<file path="src/verilog/sct_pkg.sv">
// Purpose: Shared constants and types of the 16-bit capture timer.
// Assumes: Byte-wide register port with 8-bit addresses.
// Notes: Channel count and field layouts are fixed here.
package sct_pkg;

  localparam int unsigned NUM_CHAN = 3;

  // Register addresses.
  localparam logic [7:0] ADDR_COUNT_LOW = 8'hE2;
  localparam logic [7:0] ADDR_COUNT_HIGH = 8'hE3;
  localparam logic [7:0] ADDR_CONTROL = 8'hE4;
  localparam logic [7:0] ADDR_CHAN_CTL0 = 8'hE5;
  localparam logic [7:0] ADDR_CHAN_VAL0 = 8'hDA;
  localparam logic [7:0] ADDR_IRQ_MASK = 8'hD8;
  localparam logic [7:0] ADDR_CLOCK_CTL = 8'hC6;
  localparam logic [7:0] ADDR_RADIO_EN = 8'h91;

  // Control and status field positions.
  localparam int unsigned CTL_MODE_LSB = 0;
  localparam int unsigned CTL_DIV_LSB = 2;
  localparam int unsigned CTL_OVF_BIT = 4;
  localparam int unsigned CTL_CHF_LSB = 5;
  localparam int unsigned OVF_MASK_BIT = 6;
  localparam int unsigned TICK_DIV_LSB = 3;

  // Reset and terminal values.
  localparam logic [15:0] COUNT_RESET = 16'h0000;
  localparam logic [15:0] COUNT_TOP = 16'hFFFF;
  localparam logic [7:0] BYTE_RESET = 8'h00;
  localparam logic [2:0] TICK_DIV_RESET = 3'h0;

  // Counting modes.
  localparam logic [1:0] MODE_HALT = 2'h0;
  localparam logic [1:0] MODE_FREE = 2'h1;
  localparam logic [1:0] MODE_MODULO = 2'h2;
  localparam logic [1:0] MODE_UPDOWN = 2'h3;

  // Prescale codes and their tick masks: divide by 1, 8, 32 or 128.
  localparam logic [1:0] DIV_1 = 2'h0;
  localparam logic [1:0] DIV_8 = 2'h1;
  localparam logic [1:0] DIV_32 = 2'h2;
  localparam logic [1:0] DIV_128 = 2'h3;
  localparam logic [6:0] MASK_DIV_1 = 7'h00;
  localparam logic [6:0] MASK_DIV_8 = 7'h07;
  localparam logic [6:0] MASK_DIV_32 = 7'h1F;
  localparam logic [6:0] MASK_DIV_128 = 7'h7F;

  // Capture edge codes.
  localparam logic [1:0] EDGE_NONE = 2'h0;
  localparam logic [1:0] EDGE_RISE = 2'h1;
  localparam logic [1:0] EDGE_FALL = 2'h2;
  localparam logic [1:0] EDGE_ANY = 2'h3;

  typedef struct packed {
    logic capture_source_select;
    logic chan_irq_mask;
    logic [2:0] compare_mode;
    logic compare;
    logic [1:0] capture_edge;
  } sct_chan_ctl_t;

  typedef struct packed {
    logic [7:0] addr;
    logic [7:0] wdata;
    logic wr;
    logic rd;
  } sct_bus_req_t;

  typedef enum logic [1:0] {
    SCT_DIR_UP = 2'b01,
    SCT_DIR_DOWN = 2'b10
  } sct_dir_t;

endpackage

</file>
<file path="src/verilog/sct_timer.sv">
// Purpose: 16-bit timer with three capture channels and a byte register port.
// Assumes: Channel pins are asynchronous; radio events share this clock.
// Notes: Output compare is stored in the channel control; it only blocks capture and drives no output.
`timescale 1ns/1ps

module sct_timer #(
  parameter int unsigned RADIO_W = 8
) (
  input wire logic clock,
  input wire logic resetn,
  input wire logic ce,
  input wire sct_pkg::sct_bus_req_t bus_req,
  output logic [7:0] rdata,
  input wire logic [sct_pkg::NUM_CHAN-1:0] chan_pin,
  input wire logic [RADIO_W-1:0] radio_irq_event,
  output logic irq
);

  localparam int unsigned NC = sct_pkg::NUM_CHAN;

  logic [1:0] rst_sync;
  logic rst_n;
  logic [15:0] count;
  sct_pkg::sct_dir_t dir;
  logic [7:0] count_high_latch;
  logic [1:0] mode;
  logic [1:0] prescale;
  logic overflow_flag;
  logic [NC-1:0] chan_flag;
  logic overflow_mask;
  logic [2:0] global_tick_divider;
  logic [RADIO_W-1:0] radio_irq_enables;
  sct_pkg::sct_chan_ctl_t chan_control [NC];
  logic [15:0] chan_value [NC];
  logic [NC-1:0] pin_s1;
  logic [NC-1:0] pin_s2;
  logic [NC-1:0] pin_prev;
  logic [6:0] gdiv_count;
  logic [6:0] pre_count;
  logic global_tick;
  logic step;
  logic wr_low;
  logic rd_low;
  logic radio_hit;
  logic [NC-1:0] cap_ev;
  logic [15:0] next_count;
  sct_pkg::sct_dir_t next_dir;
  logic wrap_ovf;
  logic irq_any;

  function automatic logic [6:0] div_mask(input logic [1:0] code);
    logic [6:0] m;
    m = sct_pkg::MASK_DIV_1;
    unique case (code)
      sct_pkg::DIV_1: m = sct_pkg::MASK_DIV_1;
      sct_pkg::DIV_8: m = sct_pkg::MASK_DIV_8;
      sct_pkg::DIV_32: m = sct_pkg::MASK_DIV_32;
      sct_pkg::DIV_128: m = sct_pkg::MASK_DIV_128;
    endcase
    return m;
  endfunction

  function automatic logic edge_hit(input logic [1:0] sel, input logic now, input logic prev);
    logic h;
    h = 1'b0;
    unique case (sel)
      sct_pkg::EDGE_NONE: h = 1'b0;
      sct_pkg::EDGE_RISE: h = now & ~prev;
      sct_pkg::EDGE_FALL: h = ~now & prev;
      sct_pkg::EDGE_ANY: h = now ^ prev;
    endcase
    return h;
  endfunction

  function automatic logic is_addr(input sct_pkg::sct_bus_req_t r, input logic [7:0] a);
    return r.addr == a;
  endfunction

  // Reset release is synchronised; assertion stays asynchronous.
  always_ff @(posedge clock or negedge resetn) begin
    if (!resetn) begin
      rst_sync <= 2'h0;
    end else begin
      rst_sync <= {rst_sync[0], 1'b1};
    end
  end
  assign rst_n = rst_sync[1];

  assign wr_low = ce & bus_req.wr & is_addr(bus_req, sct_pkg::ADDR_COUNT_LOW);
  assign rd_low = ce & bus_req.rd & is_addr(bus_req, sct_pkg::ADDR_COUNT_LOW);

  // Global tick divider followed by the local prescaler.
  always_ff @(posedge clock or negedge rst_n) begin
    if (!rst_n) begin
      gdiv_count <= 7'h00;
      pre_count <= 7'h00;
    end else if (ce) begin
      gdiv_count <= gdiv_count + 7'h01;
      if (global_tick) begin
        pre_count <= pre_count + 7'h01;
      end
    end
  end

  always_comb begin
    logic [6:0] gm;
    gm = 7'h00;
    for (int k = 0; k < 7; k++) begin
      gm[k] = (k < int'(global_tick_divider));
    end
    global_tick = (gdiv_count & gm) == gm;
    step = ce & global_tick & ((pre_count & div_mask(prescale)) == div_mask(prescale));
  end

  // Counter next value for each counting mode.
  always_comb begin
    next_count = count;
    next_dir = dir;
    wrap_ovf = 1'b0;
    if (step) begin
      unique case (mode)
        sct_pkg::MODE_HALT: next_count = count;
        sct_pkg::MODE_FREE: begin
          next_count = count + 16'h0001;
          wrap_ovf = (count == sct_pkg::COUNT_TOP);
        end
        sct_pkg::MODE_MODULO: begin
          if (count == chan_value[0]) begin
            next_count = sct_pkg::COUNT_RESET;
            wrap_ovf = 1'b1;
          end else begin
            next_count = count + 16'h0001;
          end
        end
        sct_pkg::MODE_UPDOWN: begin
          if (dir == sct_pkg::SCT_DIR_UP) begin
            if (count >= chan_value[0] && count != sct_pkg::COUNT_RESET) begin
              next_dir = sct_pkg::SCT_DIR_DOWN;
              next_count = count - 16'h0001;
            end else if (count != chan_value[0]) begin
              next_count = count + 16'h0001;
            end
          end else begin
            if (count == sct_pkg::COUNT_RESET) begin
              next_dir = sct_pkg::SCT_DIR_UP;
              if (chan_value[0] != sct_pkg::COUNT_RESET) begin
                next_count = count + 16'h0001;
              end
            end else begin
              next_count = count - 16'h0001;
            end
          end
        end
      endcase
    end
  end

  always_ff @(posedge clock or negedge rst_n) begin
    if (!rst_n) begin
      count <= sct_pkg::COUNT_RESET;
      dir <= sct_pkg::SCT_DIR_UP;
    end else if (wr_low) begin
      count <= sct_pkg::COUNT_RESET;
      dir <= sct_pkg::SCT_DIR_UP;
    end else if (ce) begin
      count <= next_count;
      dir <= next_dir;
    end
  end

  always_ff @(posedge clock or negedge rst_n) begin
    if (!rst_n) begin
      count_high_latch <= sct_pkg::BYTE_RESET;
    end else if (rd_low) begin
      count_high_latch <= count[15:8];
    end
  end

  // Capture pins: two synchroniser stages, then an edge history stage.
  always_ff @(posedge clock or negedge rst_n) begin
    if (!rst_n) begin
      pin_s1 <= '0;
      pin_s2 <= '0;
      pin_prev <= '0;
    end else if (ce) begin
      pin_s1 <= chan_pin;
      pin_s2 <= pin_s1;
      pin_prev <= pin_s2;
    end
  end

  assign radio_hit = |(radio_irq_event & radio_irq_enables);

  generate
    for (genvar i = 0; i < NC; i++) begin : g_chan
      localparam logic [7:0] CTL_ADDR = sct_pkg::ADDR_CHAN_CTL0 + 8'(i);
      localparam logic [7:0] LOW_ADDR = sct_pkg::ADDR_CHAN_VAL0 + 8'(2 * i);
      localparam logic [7:0] HIGH_ADDR = sct_pkg::ADDR_CHAN_VAL0 + 8'(2 * i + 1);

      // A channel captures only while the timer runs and it is not comparing.
      always_comb begin
        cap_ev[i] = 1'b0;
        if (mode != sct_pkg::MODE_HALT && !chan_control[i].compare) begin
          if (chan_control[i].capture_source_select) begin
            cap_ev[i] = ce & radio_hit;
          end else begin
            cap_ev[i] = ce & edge_hit(chan_control[i].capture_edge, pin_s2[i], pin_prev[i]);
          end
        end
      end

      always_ff @(posedge clock or negedge rst_n) begin
        if (!rst_n) begin
          chan_control[i] <= '0;
        end else if (ce && bus_req.wr && is_addr(bus_req, CTL_ADDR)) begin
          chan_control[i] <= bus_req.wdata;
        end
      end

      // A capture beats a software write to the same value register.
      always_ff @(posedge clock or negedge rst_n) begin
        if (!rst_n) begin
          chan_value[i] <= sct_pkg::COUNT_RESET;
        end else if (cap_ev[i]) begin
          chan_value[i] <= count;
        end else if (ce && bus_req.wr && is_addr(bus_req, LOW_ADDR)) begin
          chan_value[i][7:0] <= bus_req.wdata;
        end else if (ce && bus_req.wr && is_addr(bus_req, HIGH_ADDR)) begin
          chan_value[i][15:8] <= bus_req.wdata;
        end
      end

      // Hardware set wins over a software clear in the same cycle.
      always_ff @(posedge clock or negedge rst_n) begin
        if (!rst_n) begin
          chan_flag[i] <= 1'b0;
        end else if (cap_ev[i]) begin
          chan_flag[i] <= 1'b1;
        end else if (ce && bus_req.wr && is_addr(bus_req, sct_pkg::ADDR_CONTROL)) begin
          chan_flag[i] <= chan_flag[i] & bus_req.wdata[sct_pkg::CTL_CHF_LSB + i];
        end
      end

      AST_CAPTURE_VALUE: assert property (@(posedge clock) disable iff (!rst_n)
        cap_ev[i] |=> chan_value[i] == $past(count) && chan_flag[i])
        else $error("capture did not store the counter");
    end
  endgenerate

  // Control and configuration registers written by software.
  always_ff @(posedge clock or negedge rst_n) begin
    if (!rst_n) begin
      mode <= sct_pkg::MODE_HALT;
      prescale <= sct_pkg::DIV_1;
      overflow_mask <= 1'b0;
      global_tick_divider <= sct_pkg::TICK_DIV_RESET;
      radio_irq_enables <= '0;
    end else if (ce && bus_req.wr) begin
      if (is_addr(bus_req, sct_pkg::ADDR_CONTROL)) begin
        mode <= bus_req.wdata[sct_pkg::CTL_MODE_LSB +: 2];
        prescale <= bus_req.wdata[sct_pkg::CTL_DIV_LSB +: 2];
      end
      if (is_addr(bus_req, sct_pkg::ADDR_IRQ_MASK)) begin
        overflow_mask <= bus_req.wdata[sct_pkg::OVF_MASK_BIT];
      end
      if (is_addr(bus_req, sct_pkg::ADDR_CLOCK_CTL)) begin
        global_tick_divider <= bus_req.wdata[sct_pkg::TICK_DIV_LSB +: 3];
      end
      if (is_addr(bus_req, sct_pkg::ADDR_RADIO_EN)) begin
        radio_irq_enables <= RADIO_W'(bus_req.wdata);
      end
    end
  end

  always_ff @(posedge clock or negedge rst_n) begin
    if (!rst_n) begin
      overflow_flag <= 1'b0;
    end else if (wrap_ovf && !wr_low) begin
      overflow_flag <= 1'b1;
    end else if (ce && bus_req.wr && is_addr(bus_req, sct_pkg::ADDR_CONTROL)) begin
      overflow_flag <= overflow_flag & bus_req.wdata[sct_pkg::CTL_OVF_BIT];
    end
  end

  always_comb begin
    irq_any = overflow_flag & overflow_mask;
    for (int k = 0; k < NC; k++) begin
      irq_any = irq_any | (chan_flag[k] & chan_control[k].chan_irq_mask);
    end
  end

  always_ff @(posedge clock or negedge rst_n) begin
    if (!rst_n) begin
      irq <= 1'b0;
    end else if (ce) begin
      irq <= irq_any;
    end
  end

  // Read data appears in the cycle after the read strobe.
  always_ff @(posedge clock or negedge rst_n) begin
    if (!rst_n) begin
      rdata <= sct_pkg::BYTE_RESET;
    end else if (ce && bus_req.rd) begin
      rdata <= sct_pkg::BYTE_RESET;
      if (is_addr(bus_req, sct_pkg::ADDR_COUNT_LOW)) begin
        rdata <= count[7:0];
      end
      if (is_addr(bus_req, sct_pkg::ADDR_COUNT_HIGH)) begin
        rdata <= count_high_latch;
      end
      if (is_addr(bus_req, sct_pkg::ADDR_CONTROL)) begin
        rdata <= {chan_flag[2], chan_flag[1], chan_flag[0], overflow_flag, prescale, mode};
      end
      if (is_addr(bus_req, sct_pkg::ADDR_IRQ_MASK)) begin
        rdata <= {1'b0, overflow_mask, 6'h00};
      end
      if (is_addr(bus_req, sct_pkg::ADDR_CLOCK_CTL)) begin
        rdata <= {2'h0, global_tick_divider, 3'h0};
      end
      if (is_addr(bus_req, sct_pkg::ADDR_RADIO_EN)) begin
        rdata <= 8'(radio_irq_enables);
      end
      for (int k = 0; k < NC; k++) begin
        if (bus_req.addr == sct_pkg::ADDR_CHAN_CTL0 + 8'(k)) begin
          rdata <= chan_control[k];
        end
        if (bus_req.addr == sct_pkg::ADDR_CHAN_VAL0 + 8'(2 * k)) begin
          rdata <= chan_value[k][7:0];
        end
        if (bus_req.addr == sct_pkg::ADDR_CHAN_VAL0 + 8'(2 * k + 1)) begin
          rdata <= chan_value[k][15:8];
        end
      end
    end
  end

  AST_LOW_WRITE_CLEARS: assert property (@(posedge clock) disable iff (!rst_n)
    wr_low |=> count == sct_pkg::COUNT_RESET && dir == sct_pkg::SCT_DIR_UP)
    else $error("low byte write did not clear the counter");

  AST_HIGH_LATCH: assert property (@(posedge clock) disable iff (!rst_n)
    rd_low |=> count_high_latch == $past(count[15:8]) && rdata == $past(count[7:0]))
    else $error("low byte read did not latch the high byte");

  AST_HALT_HOLDS: assert property (@(posedge clock) disable iff (!rst_n)
    (mode == sct_pkg::MODE_HALT && !wr_low) |=> $stable(count))
    else $error("halted counter changed");

  AST_FREE_WRAP: assert property (@(posedge clock) disable iff (!rst_n)
    (step && mode == sct_pkg::MODE_FREE && count == sct_pkg::COUNT_TOP && !wr_low)
    |=> count == sct_pkg::COUNT_RESET && overflow_flag)
    else $error("free-running wrap wrong");

  AST_MODULO_WRAP: assert property (@(posedge clock) disable iff (!rst_n)
    (step && mode == sct_pkg::MODE_MODULO && count == chan_value[0] && !wr_low)
    |=> count == sct_pkg::COUNT_RESET && overflow_flag)
    else $error("modulo terminal wrong");

  AST_UPDOWN_NO_OVF: assert property (@(posedge clock) disable iff (!rst_n)
    (mode == sct_pkg::MODE_UPDOWN && !overflow_flag) |=> !overflow_flag)
    else $error("overflow set in up/down mode");

  AST_IRQ_COMBINE: assert property (@(posedge clock) disable iff (!rst_n)
    ce |=> irq == $past(irq_any))
    else $error("interrupt request does not follow flags and masks");

  AST_PRESCALE_128: assert property (@(posedge clock) disable iff (!rst_n)
    (step && prescale == sct_pkg::DIV_128 && global_tick_divider == 3'h0)
    |=> (!step || prescale != sct_pkg::DIV_128) [*8])
    else $error("prescaled tick came too soon");

endmodule

</file>
<file path="config.mk">
export PLATFORM = sky130hd
export DESIGN_NAME = sct_timer
export DESIGN_NICKNAME = d
export VERILOG_FILES = /design/src/verilog/sct_pkg.sv /design/src/verilog/sct_timer.sv
export SDC_FILE = /design/constraint.sdc
export NUM_CORES = 1
export LEC_CHECK = 0
export ABC_AREA = 0
export BUFFER_PORTS_ARGS = -buffer_cell sky130_fd_sc_hd__buf_2
export CAP_MARGIN = 25
export CORE_UTILIZATION = 60
export CTS_CLUSTER_DIAMETER = 30
export DETAILED_ROUTE_END_ITERATION = 6
export HOLD_SLACK_MARGIN = 0.12
export MAX_ROUTING_LAYER = met4
export PLACE_DENSITY_LB_ADDON = 0.1
export SLEW_MARGIN = 20
export SYNTH_ARGS = -nofsm -noshare
export SYNTH_HDL_FRONTEND = slang
export SYNTH_SLANG_ARGS = --single-unit
</file>
<file path="constraint.sdc">
create_clock -name clock -period 14.3 [get_ports clock]
set_input_delay 2.86 -clock clock [delete_from_list [all_inputs] [get_ports clock]]
set_output_delay 2.86 -clock clock [all_outputs]
set_load 0.01 [all_outputs]
</file>
After elaboration in Yosys (flattened, before gate mapping)
Index checks and enable logic that the tools add are counted.
Storage, ports and cells
  word-level logic and storage cells: 261
  flip-flop bits (word level): 152
  output and inout bits: 9
  bits of input ports: 32
Operators by class
  add/sub/neg operators: 4
  bitwise gates (word level): 39
  reduce and logical (&&, ||, !) cells: 55
  multiplexer cells: 71
  equal/unequal tests: 43
  order comparisons: 8
Operator list (count)
  2-to-1 mux 16 bit: 12
  2-to-1 mux 8 bit: 24
  equality test 8 bit, second input constant: 15
  case mux 16 bit (3 select lines): 1
  nonzero test 16 bit: 2
  case mux 7 bit (4 select lines): 1
  nonzero test 2 bit: 14
  bitwise AND 1 bit: 24
  2-to-1 mux 1 bit: 22
  equality test 2 bit, second input constant: 10
  logical AND 1 bit: 17
  adder 16 x 1 -> 16 bit, second input constant: 1
  equality test 16 bit: 1
  equality test 16 bit, second input constant: 1
  >= comparator 16 bit: 1
  zero test 16 bit: 1
  inequality test 16 bit: 1
  AND reduction 2 bit: 8
  subtractor 16 x 1 -> 16 bit, second input constant: 1
  adder 7 x 1 -> 7 bit, second input constant: 2
  bitwise AND 7 bit: 2
  equality test 7 bit: 2
  2-to-1 mux 2 bit: 7
  equality test 2 x 1 -> 1 bit, second input constant: 6
  17 further kinds: 44

Logic depth before layout (Yosys ltp)
  word-level depth: 16
  mapped depth: 12
  depth with buffers taken out: 10

Least setup slack after synthesis
Ideal clock, no wire load.
  path type: input port to flip-flop
  from: input port bus_req[12] in the netlist's numbering
  to: register count[12]
  data required time: 14.218 ns
  setup time: 0.082 ns
  stages on the path: 9
  arrival time: 4.598 ns
  path slack: 9.620 ns
  cell sequence: clkbuf_1 -> or2_1 -> nor2_1 -> nand3_1 -> o2111ai_1 -> nand3_2 -> or3_1 -> o31a_1 -> a31oi_1
On the way
  word-level cells in the longest chain between the ends: 4
  elaborated cells between the ends (all ways): 9
  classes of those cells: eq/ne (4); mux (1); bitwise (1); reduce/logical (3)
Ends and longest elaborated chain
  start: declaration: RTL line sct_timer.sv:12  | input wire sct_pkg::sct_bus_req_t bus_req,
  equality test 8 bit *: RTL line sct_timer.sv:76  | return r.addr == a;
  bitwise AND 1 bit *: RTL line sct_timer.sv:89  | assign wr_low = ce & bus_req.wr & is_addr(bus_req, sct_pkg::ADDR_COUNT_LOW);
  inequality test 5 bit (no line), or another cell as far along
  AND reduction 5 bit (no line)
  end signal: assignment: RTL line sct_timer.sv:160  | count <= sct_pkg::COUNT_RESET;
  end signal: assignment: RTL line sct_timer.sv:163  | count <= sct_pkg::COUNT_RESET;
  end signal: assignment: RTL line sct_timer.sv:166  | count <= next_count;
  end: declaration: RTL line sct_timer.sv:23  | logic [15:0] count;
Every way passes the cells marked *; elsewhere a longest branch is shown, timed or not.
A chain may end at the register's enable or synchronous reset.

Worst setup path after layout
  from: input port ce
  to: register count[6]
On the way
  word-level cells in the longest chain between the ends: 4
  elaborated cells between the ends (all ways): 11
  classes of those cells: eq/ne (3); mux (1); bitwise (4); reduce/logical (3)
Ends and longest elaborated chain
  start: declaration: RTL line sct_timer.sv:11  | input wire logic ce,
  bitwise AND 1 bit (on tied branches) (2 in series): RTL line sct_timer.sv:89, sct_timer.sv:112
  inequality test 5 bit (no line), or another cell as far along
  AND reduction 5 bit (no line)
Parallel ways exist; a longest one is shown, timed or not.

==> impl_metrics.csv <==
group,metric,value,unit
yosys,synth.area.top_cells,"dfrtp_1 43%, mux2i_1 7.5%, mux2_2 7.0%",
layout,fillCellCount,1079,
place,place.gp.congestion,1.03,
timing,tns,0,ps
setup_path,crit_chain,"buf_2 > nand2_1 > nor4_2 > buf_4 > o21ai_1 > nor2_2 > a41oi_1 > a31oi_1",
cts,postCtsSetupBuffers,0,
global_route,grtUsageTotal,40.0,%
yosys,synthAdderAreaFrac,4.40,%
setup_path,crit_type,"in2reg",
timing,worstMarginPinSlew,1100,ps
yosys,syn_nets,983,
setup_path,critPathSlowestCell,"buf_2",
cts,cts_sinks,152,
setup_path,cp-end-kind,"flop",
global_route,grt_max_degree,67,
run,maxCapViolCount,0,
pwr,peakVddDrop,86.3,uV
route,finalWirelength,27.8,mm
timing,fin_crit,5380,ps
cts,htree_levels,4,
cts,cts_buffer_depth,2,
place,place_hpwl,19.3,mm
timing,max_freq,186,MHz
global_route,top_usage_layer,"met2",
setup_path,critPathMaxStageDelay,520,ps
floorplanning,die_w,123,um
global_route,grt_pass1_vias,7394,
yosys,synthCells,920,
layout,synthToLayoutAreaGrowth,9.92,%
yosys,yosys.cell_count.top_type,"dfrtp_1",
setup_path,rrSetupSlack,10170,ps
yosys,ys_ff_latch,152,
route,vias,7718,
setup_path,arrival,5740,ps
route,firstDrtPassIters,6,
yosys,synth.avg_cell_area,9.58,um2
route,drc_errors,0,
cts,clk-insertion-delay-late,430,ps
timing,drv_slew,0,
route,drtIter0Drc,941,
yosys,synth_cell_types,71,
timing,finalCritPeriodShare,37.7,%
setup_path,worstPathRequired,14660,ps
yosys,synth_xor_area_share,1.59,%
floorplanning,pin_count,41,
cts,cts_buffers,17,
yosys,yosys-top-cells-count,"151 x dfrtp_1, 86 x nor2_1, 77 x a21oi_1, 68 x nand2_1, 66 x mux2i_1",
route,vias_per_cell,6.88,
yosys,synthSimpleGateAreaFrac,15.7,%
setup_path,cp-start-kind,"primary input",
timing,finalHoldViolCount,0,
timing,finalSetupViolCount,0,
pwr,power_density,116,nW/um2
layout,n_antenna_cell,0,
pwr,leakage,4.43,nW
setup_path,crit_path_max_fanout,35,
cts,ctsResizeCount,0,
cts,cts-root-buf,"clkbuf_16",
cts,cts_tree,"built",
floorplanning,initial_utilization,62.6,%
route,detail-route-antenna-nets,0,
layout,fin_util,68.8,%
global_route,grtUsageMet2,55.8,%
global_route,grt_pass1_wl,42.9,mm
yosys,ys_warn_count,0,
place,io_buffers,40,
yosys,synth_top_family_by_area,"compound AO/OA/AOI/OAI gates",
yosys,ys_seq_area_share,43.2,%
global_route,grt.overflow.total,0,
timing,skew,7.08,ps
outcome,status,"complete, no violations",
yosys,async_flop_share,100,%
global_route,met3_usage,8.86,%
floorplanning,coreArea,14100,um2
yosys,synth_ff_type,"dfrtp_1",
yosys,syn_area,8820,um2
yosys,synth_area_leader_cell,"dfrtp_1",
place,placed_area,9080,um2
yosys,synth_mux_area_share,14.5,%
yosys,synth_edf_count,0,
floorplanning,dieArea,15200,um2
cts,ctsHoldBuffers,0,
global_route,antenna_found_initial,0,
global_route,grt_use_met1,54.9,%
yosys,synth_top_cell_area_share,42.9,%
timing,rsz0062_at_grt,"no",
min_path,hold_class,"reg2async",
layout,stdcell_area,9690,um2
layout,fin_nets,992,
layout,layout-drive-gt1-share,16.5,%
route,wire_per_inst,24.8,um
yosys,synth_compound_area_share,16.6,%
timing,slew_headroom,26.5,%
cts,clk_pin_slew,70,ps
floorplanning,num_rows,43,
floorplanning,die_h,123,um
==> report_power, final <==
group          internal [mW]  switching [mW]
clock                  0.267           0.189
combinational         0.0648          0.0889
sequential             0.467          0.0483
==> stage by stage <==
| step | hold slack, ps | cells | power [mW] | setup WS (ps) |
|---|---|---|---|---|
| global route | 280 | 1122 | 1.17 | 8760 |
| detailed placement | 254 | 1089 | 0.671 | 8570 |
| CTS | 259 | 1121 | 1.13 | 9010 |
| floorplan | 331 | 920 | 0.619 | 9620 |
| global placement | 244 | 1089 | 0.661 | 8550 |
| finish | 242 | 1122 | 1.13 | 8920 |
==> registers in the layout (all words and copies together) (netlist names), 3 cells and up <==
signal               count
radio_irq_enables        8
global_tick_divider      3
chan_control            24
chan_value              48
chan_flag                3
gdiv_count               7
pre_count                7
pin_s1                   3
rdata                    8
count_high_latch         8
pin_s2                   3
pin_prev                 3
count                   16
==> cell type report <==
type	instances	area [um2]	share of cell area [%]
Multi-Input combinational cell	676	4670	48.2
Sequential cell	152	3810	39.3
Clock buffer	19	453	4.67
Timing Repair Buffer	46	253	2.61
Tap cell	180	225	2.32
Clock inverter	13	144	1.48
Inverter	36	135	1.39
==> routing by layer <==
metal,vias up,routed length [um]
met3,100,2790
met5,-,0
met2,445,12300
met4,0,1130
li1,3390,-
met1,3783,11600
==> logic make-up after synthesis <==
| family | after synthesis |
|---|---|
| and+or+nand+nor | 281 |
| adders and majority gates | 31 |
| DFF | 152 |
| AOI/OAI and AO/OA | 226 |
| other | 1 |
| buffers and inverters | 92 |
| muxes | 121 |
| xor gates and xnor gates | 16 |
==> critical path, delay by kind of cell <==
kind            cells  cell delay (ps)
buf+inv             2              800
simple gates        3             1300
compound gates      3              760
==> path summary, 6_finish.rpt <==
path | startpoint | to | cells after the start
setup / recovery | ce | count[6] | 8
hold / removal | rst_sync[1] | gdiv_count[6] | 0
setup reg to reg | count[13] | count[12] | 9
hold reg to reg | rst_sync[1] | gdiv_count[6] | 0
max in group asynchronous | resetn | rst_sync[1] | 1
min in group clock | rst_sync[0] | rst_sync[1] | 0
==> layout by cell type (no fill, tap or decap), drive strengths merged, types with 3 or more instances in the layout <==
master,n
xnor2,12
clkinv,8
a2111oi,3
a31oi,5
o21ai,49
nor2,89
and3,16
and2,4
a22oi,14
inv,38
or3,5
nand2b,5
a2111o,3
nand4,17
mux2i,66
nor3,29
nor4,12
o221ai,8
a21oi,78
xor2,4
clkbuf,19
nand2,68
ha,31
buf,46
a221oi,14
nand3,19
dfrtp,151
a211oi,9
o211ai,7
mux2,55
a222oi,4
a211o,3
o22ai,7
nor3b,4
a21o,3
a21boi,3
Note: power is estimated with default switching activity, not from simulation.
